[config.mk]
export PLATFORM = sky130hd
export DESIGN_NAME = bfp_top
export DESIGN_NICKNAME = d
export VERILOG_FILES = /design/src/bfp_pkg.sv /design/src/bfp_top.sv /design/src/bfp_sync.sv /design/src/bfp_delay_cnt.sv
export SDC_FILE = /design/constraint.sdc
export NUM_CORES = 1
export LEC_CHECK = 0
export ABC_AREA = 1
export CAP_MARGIN = 40
export CORE_MARGIN = 2
export CORE_UTILIZATION = 55
export DETAILED_ROUTE_END_ITERATION = 10
export DONT_BUFFER_PORTS = 1
export PLACE_DENSITY = 0.7
export SYNTH_ARGS = -nofsm -noshare
export SYNTH_HDL_FRONTEND = slang
export SYNTH_SLANG_ARGS = --single-unit
[constraint.sdc]
create_clock -name clock_in -period 4.05 [get_ports clock_in]
set_input_delay 0.2025 -clock clock_in [delete_from_list [all_inputs] [get_ports clock_in]]
set_output_delay 0.2025 -clock clock_in [all_outputs]
set_load 0.01 [all_outputs]
[src/bfp_pkg.sv]
// Functional notes
// - The overcurrent comparison is only looked at while the low side conducts, on every switching cycle.
// - While current stays above the trip level the off state is extended and the next high-side turn-on is held back.
// - A lasting overcurrent that pulls the output to undervoltage leads to shutdown, hiccup wait and restart, repeated while it lasts.
// - In continuous conduction a negative limit of equal magnitude is checked against the current valley.
// - Feedback below 70 percent of target raises the undervoltage indication and starts the undervoltage delay count.
// - When that count reaches 1 ms with the condition still present, both drive commands are latched off.
// - After an undervoltage latch-off the block waits the 16 ms hiccup delay and then starts afresh.
// - Undervoltage protection stays disabled until 1.5 ms after soft-start completes.
// - Feedback above 120 percent of target latches the high side off and the low side on.
// - While latched in overvoltage, an undervoltage turns both sides off and restarts after the hiccup delay.
// - If overvoltage still persists at that undervoltage, both sides stay off and no restart happens until it clears.
// - A low regulator supply stops switching, and switching resumes by itself when it recovers, with nothing latched.
// - Over-temperature shuts off switching without latching and recovers when it clears.
package bfp_pkg;
  localparam int CLK_FREQ_HZ = 200_000_000;
  localparam int UV_DELAY_US = 1000;
  localparam int UV_ENABLE_US = 1500;
  localparam int HICCUP_US = 16000;
  localparam int UV_DELAY_CYCLES = UV_DELAY_US * (CLK_FREQ_HZ / 1_000_000);
  localparam int UV_ENABLE_CYCLES = UV_ENABLE_US * (CLK_FREQ_HZ / 1_000_000);
  localparam int HICCUP_CYCLES = HICCUP_US * (CLK_FREQ_HZ / 1_000_000);
  localparam int CNT_W = 32;

  typedef enum logic [2:0] {
    BFP_RUN = 3'b000,
    BFP_UV_OFF = 3'b001,
    BFP_HICCUP = 3'b011,
    BFP_OV_LOW_ON = 3'b010,
    BFP_OV_HOLD = 3'b110
  } bfp_state_type;
endpackage

[src/bfp_top.sv]
`timescale 1ns/100ps
module bfp_top #(
  parameter int UV_DELAY_CYCLES = bfp_pkg::UV_DELAY_CYCLES,
  parameter int UV_ENABLE_CYCLES = bfp_pkg::UV_ENABLE_CYCLES,
  parameter int HICCUP_CYCLES = bfp_pkg::HICCUP_CYCLES
) (
  input wire logic clock_in,
  input wire logic rst_in,
  input wire logic high_side_req_in,
  input wire logic low_side_req_in,
  input wire logic continuous_conduction_in,
  input wire logic soft_start_done_in,
  input wire logic positive_current_limit_in,
  input wire logic negative_current_limit_in,
  input wire logic fb_under_in,
  input wire logic fb_over_in,
  input wire logic supply_lockout_in,
  input wire logic over_temp_in,
  output logic high_side_out,
  output logic low_side_out,
  output logic undervoltage_protect_out,
  output logic overvoltage_protect_out,
  output logic restart_out,
  output logic shutdown_out
);
  logic ocl_s;
  logic ncl_s;
  logic uv_s;
  logic ov_s;
  logic lockout_s;
  logic temp_s;
  logic uv_armed;
  logic uv_expired;
  logic hiccup_done;
  logic off_state_ff;
  logic ocl_hold_ff;
  logic uv_enable_ff;
  logic hard_off;
  logic nxt_high;
  logic nxt_low;
  bfp_pkg::bfp_state_type state_ff;
  bfp_pkg::bfp_state_type nxt_state;

  bfp_sync u_sync_ocl (.clock_in(clock_in), .rst_in(rst_in),
    .d_in(positive_current_limit_in), .q_out(ocl_s));
  bfp_sync u_sync_ncl (.clock_in(clock_in), .rst_in(rst_in),
    .d_in(negative_current_limit_in), .q_out(ncl_s));
  bfp_sync u_sync_uv (.clock_in(clock_in), .rst_in(rst_in), .d_in(fb_under_in), .q_out(uv_s));
  bfp_sync u_sync_ov (.clock_in(clock_in), .rst_in(rst_in), .d_in(fb_over_in), .q_out(ov_s));
  bfp_sync u_sync_lo (.clock_in(clock_in), .rst_in(rst_in),
    .d_in(supply_lockout_in), .q_out(lockout_s));
  bfp_sync u_sync_tp (.clock_in(clock_in), .rst_in(rst_in), .d_in(over_temp_in), .q_out(temp_s));

  // undervoltage checking is armed 1.5 ms after soft-start done
  bfp_delay_cnt #(.CNT_W(bfp_pkg::CNT_W), .LIMIT(32'(UV_ENABLE_CYCLES))) u_uv_en (
    .clock_in(clock_in), .rst_in(rst_in),
    .cond_in(soft_start_done_in && state_ff == bfp_pkg::BFP_RUN),
    .done_out(uv_armed));

  always_ff @(posedge clock_in) begin
    if (rst_in) begin
      uv_enable_ff <= 1'b0;
    end else begin
      uv_enable_ff <= uv_armed;
    end
  end

  bfp_delay_cnt #(.CNT_W(bfp_pkg::CNT_W), .LIMIT(32'(UV_DELAY_CYCLES))) u_uv_dly (
    .clock_in(clock_in), .rst_in(rst_in),
    .cond_in(uv_s && uv_enable_ff && state_ff == bfp_pkg::BFP_RUN),
    .done_out(uv_expired));

  bfp_delay_cnt #(.CNT_W(bfp_pkg::CNT_W), .LIMIT(32'(HICCUP_CYCLES))) u_hiccup (
    .clock_in(clock_in), .rst_in(rst_in),
    .cond_in(state_ff == bfp_pkg::BFP_HICCUP),
    .done_out(hiccup_done));

  // non-latching shutdowns
  assign hard_off = lockout_s || temp_s;

  always_comb begin
    nxt_state = state_ff;
    unique case (state_ff)
      bfp_pkg::BFP_RUN: begin
        if (ov_s) begin
          nxt_state = bfp_pkg::BFP_OV_LOW_ON;
        end else if (uv_expired) begin
          nxt_state = bfp_pkg::BFP_UV_OFF;
        end
      end
      bfp_pkg::BFP_UV_OFF: begin
        nxt_state = bfp_pkg::BFP_HICCUP;
      end
      bfp_pkg::BFP_HICCUP: begin
        if (hiccup_done) begin
          nxt_state = bfp_pkg::BFP_RUN;
        end
      end
      bfp_pkg::BFP_OV_LOW_ON: begin
        if (uv_s) begin
          nxt_state = ov_s ? bfp_pkg::BFP_OV_HOLD : bfp_pkg::BFP_UV_OFF;
        end
      end
      bfp_pkg::BFP_OV_HOLD: begin
        if (!ov_s) begin
          nxt_state = bfp_pkg::BFP_UV_OFF;
        end
      end
      default: nxt_state = bfp_pkg::BFP_UV_OFF;
    endcase
  end

  always_ff @(posedge clock_in) begin
    if (rst_in) begin
      state_ff <= bfp_pkg::BFP_RUN;
    end else begin
      state_ff <= nxt_state;
    end
  end

  // off state = low side request active; current limits only judged there
  // the off state is stretched while the limit holds, so a high request cannot end it
  always_ff @(posedge clock_in) begin
    if (rst_in) begin
      off_state_ff <= 1'b0;
    end else begin
      off_state_ff <= (low_side_req_in && !high_side_req_in) || (off_state_ff && ocl_s);
    end
  end

  always_ff @(posedge clock_in) begin
    if (rst_in) begin
      ocl_hold_ff <= 1'b0;
    end else if (off_state_ff) begin
      ocl_hold_ff <= ocl_s;
    end else begin
      ocl_hold_ff <= 1'b0;
    end
  end

  always_comb begin
    nxt_high = high_side_req_in && !ocl_hold_ff && !(off_state_ff && ocl_s);
    nxt_low = (low_side_req_in || (off_state_ff && ocl_s))
        && !(continuous_conduction_in && off_state_ff && ncl_s);
    if (state_ff == bfp_pkg::BFP_OV_LOW_ON) begin
      nxt_high = 1'b0;
      nxt_low = 1'b1;
    end
    if (hard_off || state_ff == bfp_pkg::BFP_UV_OFF || state_ff == bfp_pkg::BFP_HICCUP
        || state_ff == bfp_pkg::BFP_OV_HOLD) begin
      nxt_high = 1'b0;
      nxt_low = 1'b0;
    end
    if (nxt_high) begin
      nxt_low = 1'b0;
    end
  end

  always_ff @(posedge clock_in) begin
    if (rst_in) begin
      high_side_out <= 1'b0;
      low_side_out <= 1'b0;
      undervoltage_protect_out <= 1'b0;
      overvoltage_protect_out <= 1'b0;
      restart_out <= 1'b0;
      shutdown_out <= 1'b0;
    end else begin
      high_side_out <= nxt_high;
      low_side_out <= nxt_low;
      undervoltage_protect_out <= uv_s && uv_enable_ff;
      overvoltage_protect_out <= ov_s;
      restart_out <= state_ff == bfp_pkg::BFP_HICCUP && hiccup_done;
      shutdown_out <= !nxt_high && !nxt_low && (state_ff != bfp_pkg::BFP_RUN || hard_off);
    end
  end
endmodule

[src/bfp_sync.sv]
`timescale 1ns/100ps
// three-stage input synchroniser; output changes when stages two and three agree
module bfp_sync (
  input wire logic clock_in,
  input wire logic rst_in,
  input wire logic d_in,
  output logic q_out
);
  logic s1_ff;
  logic s2_ff;
  logic s3_ff;

  always_ff @(posedge clock_in) begin
    if (rst_in) begin
      s1_ff <= 1'b0;
      s2_ff <= 1'b0;
      s3_ff <= 1'b0;
    end else begin
      s1_ff <= d_in;
      s2_ff <= s1_ff;
      s3_ff <= s2_ff;
    end
  end

  always_ff @(posedge clock_in) begin
    if (rst_in) begin
      q_out <= 1'b0;
    end else if (s2_ff == s3_ff) begin
      q_out <= s3_ff;
    end
  end
endmodule

[src/bfp_delay_cnt.sv]
`timescale 1ns/100ps
// counts cycles while cond_in holds; clears at once when it drops
module bfp_delay_cnt #(
  parameter int CNT_W = 32,
  parameter logic [31:0] LIMIT = 32'h0000_0001
) (
  input wire logic clock_in,
  input wire logic rst_in,
  input wire logic cond_in,
  output logic done_out
);
  logic [CNT_W-1:0] cnt_ff;

  always_ff @(posedge clock_in) begin
    if (rst_in || !cond_in) begin
      cnt_ff <= '0;
    end else if (cnt_ff < LIMIT[CNT_W-1:0]) begin
      cnt_ff <= cnt_ff + 1'b1;
    end
  end

  assign done_out = cond_in && (cnt_ff >= LIMIT[CNT_W-1:0]);
endmodule

### Yosys cells after proc, flatten, opt, wreduce, memory -nomap -nowiden

Index checks and enable logic that the tools add are counted.

| storage, ports and cells | value |
|---|---|
| register bits | 132 |
| bits in latches | 0 |
| RAM bits | 0 |
| bits in read-only memories | 0 |
| bits of input ports | 12 |
| output and inout bits | 6 |
| memories kept | 0 |

| operators by class | value |
|---|---|
| add/subtract/negate cells | 3 |
| $mul | 0 |
| div/mod/pow operators | 0 |
| $lt $le $gt $ge | 6 |
| equality and inequality tests | 14 |
| shifts and indexed selects | 0 |
| multiplexer cells | 12 |
| bitwise gates (word level) | 1 |
| reduce and logical (&&, ||, !) cells | 39 |

Operators with widths:

| cell | number |
|---|---|
| 32-bit by 1-bit adder with 32-bit output, second input constant | 3 |
| 32-bit by 18-bit >= comparator with 1-bit output, second input constant | 1 |
| 32-bit by 19-bit >= comparator with 1-bit output, second input constant | 1 |
| 32-bit by 22-bit >= comparator with 1-bit output, second input constant | 1 |
| 32-bit by 18-bit < comparator with 1-bit output, second input constant | 1 |
| 32-bit by 19-bit < comparator with 1-bit output, second input constant | 1 |
| 32-bit by 22-bit < comparator with 1-bit output, second input constant | 1 |
| 3-bit two-way mux | 6 |
| 1-bit logical AND | 16 |
| 3-bit case mux with 5 select lines | 1 |
| 1-bit logical OR | 10 |
| 1-bit zero test | 9 |
| 1-bit == test | 6 |
| 3-bit by 2-bit == test with 1-bit output, second input constant | 2 |
| 1-bit two-way mux | 5 |
| 2-bit != test, second input constant | 2 |
| 4-bit AND reduction | 1 |
| 3-bit by 1-bit == test with 1-bit output, second input constant | 1 |
| 3-bit == test, second input constant | 1 |
| 3-bit zero test | 1 |
| 3-bit by 1-bit != test with 1-bit output, second input constant | 1 |
| 3-bit nonzero test | 1 |
| 2-bit by 1-bit != test with 1-bit output, second input constant | 1 |
| 2-bit OR reduction | 1 |
| 1-bit NOT | 1 |

### Longest topological paths before layout

| logic depth | value |
|---|---|
| word-level depth | 10 |
| mapped depth | 12 |

### By module

From an unflattened synthesis, not the netlist that was laid out.

| unflattened totals | value |
|---|---|
| cells, all modules | 895 |
| area total of the unflattened synthesis | 6344.8 um^2 |

Modules (own cells, without submodules):

| module | times used | cells each | area an instance (um^2) |
|---|---|---|---|
| bfp_delay_cnt (u_uv_en) | 1 | 245 | 1764.2 |
| bfp_delay_cnt (u_uv_dly) | 1 | 252 | 1685.4 |
| bfp_delay_cnt (u_hiccup) | 1 | 240 | 1632.8 |
| bfp_sync | 6 | 13 | 121.4 |
| bfp_top | 1 | 80 | 534.3 |

### Worst setup path after synthesis

OpenSTA, ideal clock, no wires.

| timing path | value |
|---|---|
| path kind | reg-to-reg |
| start | register u_uv_dly.cnt_ff[0] |
| end | register u_uv_dly.cnt_ff[12] |
| setup time | 0.115 ns |
| data arrival time | 1.326 ns |
| data required time | 3.935 ns |
| slack | 2.609 ns |
| cell stages (with the launch flop) | 10 |
| buffers on the path | 0 |
| clock period less this slack | 1.441 ns |
| cell sequence | dfxtp_1 -> ha_1 -> nand3_1 -> nor2_1 -> nand4_1 -> nand3b_1 -> inv_1 -> nand3_1 -> nand2_1 -> nor2_1 |

| on the way | value |
|---|---|
| word-level cells in the longest chain between the ends | 1 |

Ends and longest elaborated chain:

| what | line | RTL |
|---|---|---|
| from (decl) | bfp_delay_cnt.sv:12 | `logic [CNT_W-1:0] cnt_ff;` |
| from (signal assigned) | bfp_delay_cnt.sv:18 | `cnt_ff <= cnt_ff + 1'b1;` |
| 32-bit by 1-bit adder with 32-bit output / 32-bit by 18-bit < comparator with 1-bit output (equally long branches) | bfp_delay_cnt.sv:18, bfp_delay_cnt.sv:17 |  |

Parallel ways exist; a longest one is shown, timed or not.
A chain may end at the register's enable or synchronous reset.

### Final worst setup path

| timing path | value |
|---|---|
| start | input port rst_in |
| end | register u_uv_dly.cnt_ff[6] |

| on the way | value |
|---|---|
| word-level cells in the longest chain between the ends | 1 |

Ends and longest elaborated chain:

| what | line | RTL |
|---|---|---|
| from (decl) | bfp_top.sv:8 | `input wire logic rst_in,` |
| 1-bit logical OR | bfp_delay_cnt.sv:15 | `if (rst_in \|\| !cond_in) begin` |

No other way between the ends.

==> results.tsv <==
metric	value	unit
outcome	finished clean	
start_util	0.568	
yosysSeqAreaShare	0.451	
critPathCaptureType	flip-flop	
clockRootBuffer	clkbuf_8	
switching_share	0.247	
netlist_instances	838	
stdcell_area	0.00661	mm^2
peakVddDrop	0.342	mV
nets	869	
drv_slew	0	
top_level_ports	18	
hold_viol_final	0	
die_w	107	um
grt_max_degree	29	
internal_power	2.21	mW
finalCritPeriodShare	0.512	
crit_fanout	23	
drt-total-wl	11200	um
drtPass1Iterations	7	
htree_levels	4	
power_frac_seq	0.458	
syn_area	0.00586	mm^2
drt_iter0_markers	186	
ys_types	35	
grt_pass1_vias	4785	
tightest_slew	0.775	ns
dr_total_vias	5025	
relSlewSlack	0.482	
cts_sinks	132	
fin_crit	2.07	ns
crit_arrival	2.48	ns
place.detailed.hpwl	7780	um
post_cts_resize_count	0	
syn_area_per_cell	6.99	um^2
overflow	0	
numCtsBuffers	17	
ant_nets	0	
die_area	0.0115	mm^2
grt_usage	0.211	
fin_hold_ws	0.0327	ns
insertion_delay	0.52	ns
synth_fp_nets	856	
yosys_warnings	0	
wl_per_cell	11.2	um
setup_tns	0	ns
worst_hold_path_type	in -> reg	
fmax	0.482	GHz
antenna_found_initial	0	
place_congestion	0.911	
max_cap_viol_count	0	
design.core.area	0.0103	mm^2
drc	0	
cts_tree	yes	
synth.ff_latch_count	132	
clk_pin_slew	0.06	ns
powerDensity	444	mW/mm^2
vias_per_cell	5.03	
reg2reg_slack	2.06	ns
layout_commonest_cell	nand2_1	
power_frac_comb	0.053	
post_cts_buffers	0	
rsz0062_at_grt	no	
placementRows	37	
hold_buffers	9	
numPortBuffers	0	
synth_edf_count	0	
antenna_cells	0	
stdcell_count	1000	
ys.flop_type	dfxtp_1	
skew	0.0111	ns
worst_ep_required_time	4.46	ns
final_cell_mix	nand2_1, nor2_1, dfxtp_1	
drive_gt1_frac	0.0637	
area_growth	12.9	%
p_sw	726	uW
worstSetupStartpointType	primary input	
place_area	0.00595	mm^2
finalSetupViolations	0	
clock_path_buffers	2	
dp_cells	958	
die_h	107	um
path_class	in -> reg	
grt_pass1_wl	19900	um
async_flop_share	0	
p_leak	2.49	nW
clockPowerShare	0.489	
critical path, stage by stage:
cell,delay [ns]
dlygate4sd3_1,0.78
buf_8,0.23
nor2_1,0.07
nand2_1,0.57
inv_1,0.33
and3_1,0.28
cells in the mapped netlist, types with 2 or more instances:
| cell | count | area [um^2] |
|---|---|---|
| a211oi_1 | 2 | 15.0 |
| a21oi_1 | 58 | 290 |
| a31oi_1 | 3 | 18.8 |
| and2_1 | 2 | 12.5 |
| and3_1 | 3 | 18.8 |
| buf_2 | 5 | 25.0 |
| buf_6 | 2 | 22.5 |
| clkbuf_1 | 8 | 30.0 |
| dfxtp_1 | 132 | 2640 |
| ha_1 | 6 | 75.1 |
| inv_1 | 129 | 484 |
| inv_2 | 8 | 30.0 |
| nand2_1 | 179 | 672 |
| nand2_2 | 2 | 12.5 |
| nand2_4 | 2 | 22.5 |
| nand3_1 | 43 | 215 |
| nand3b_1 | 4 | 30.0 |
| nand4_1 | 19 | 119 |
| nor2_1 | 138 | 518 |
| nor2_2 | 4 | 25.0 |
| nor3_1 | 28 | 140 |
| nor3_2 | 3 | 30.0 |
| nor3b_1 | 2 | 15.0 |
| o21ai_0 | 22 | 110 |
| o21ai_1 | 4 | 20.0 |
| xnor2_1 | 7 | 61.3 |
| xor2_1 | 15 | 131 |
sequential cells by signal, summed over array words and instances, names as in the netlist, 3 cells and up:
name / flops
u_uv_en.cnt_ff: 32
u_hiccup.cnt_ff: 32
state_ff: 3
u_uv_dly.cnt_ff: 32
stage by stage:
step | utilization | total power [mW] | setup WS, ns
2_1_floorplan | - | 1.49 | 2.61
3_3_place_gp | 0.574 | 1.50 | 2.08
3_5_place_dp | 0.576 | 1.52 | 2.05
4_1_cts | 0.639 | 2.97 | 1.63
5_1_grt | 0.641 | 3.05 | 1.75
6_report | 0.641 | 2.94 | 1.98
routing by layer:
layer,vias to the layer above,global-route usage,part of all wire
met5,-,0,0
met2,82,0.363,0.49
met3,16,0.0553,0.035
met1,2288,0.254,0.46
li1,2639,-,-
met4,0,0.0770,0.012
logic make-up (layout without fill, tap and decap cells):
kind of cell,after synthesis,in the layout,synth area share
and+or+nand+nor,432,432,0.317
buffers and inverters,154,180,0.105
DFF,132,132,0.451
AOI/OAI and AO/OA,92,92,0.0816
xor gates and xnor gates,22,22,0.0329
adders and majority gates,6,6,0.0128
final cells by class:
class | instances | area, um^2
Timing Repair Buffer | 11 | 120
Tap cell | 136 | 170
Sequential cell | 132 | 2640
Clock inverter | 14 | 145
Fill cell | 908 | 3710
Inverter | 137 | 514
Clock buffer | 18 | 418
Multi-Input combinational cell | 552 | 2600
power groups by stage:
stage	registers (mW)	clock network (mW)	logic, mW
2_1_floorplan	1.37	0	0.116
3_3_place_gp	1.37	0	0.131
3_5_place_dp	1.37	0	0.142
4_1_cts	1.35	1.47	0.155
5_1_grt	1.35	1.52	0.183
6_report	1.35	1.44	0.156
path summary, 6_finish.rpt:
path / cells past startpoint / start / to
worst max-delay path: 6 / rst_in / u_uv_dly.cnt_ff[6]
worst min-delay path: 5 / continuous_conduction_in / low_side_out
worst max register to register: 7 / state_ff[2] / u_uv_dly.cnt_ff[0]
worst min register to register: 2 / u_sync_tp.s1_ff / u_sync_tp.s2_ff
No activity file was read; power rests on OpenSTA's default activity.
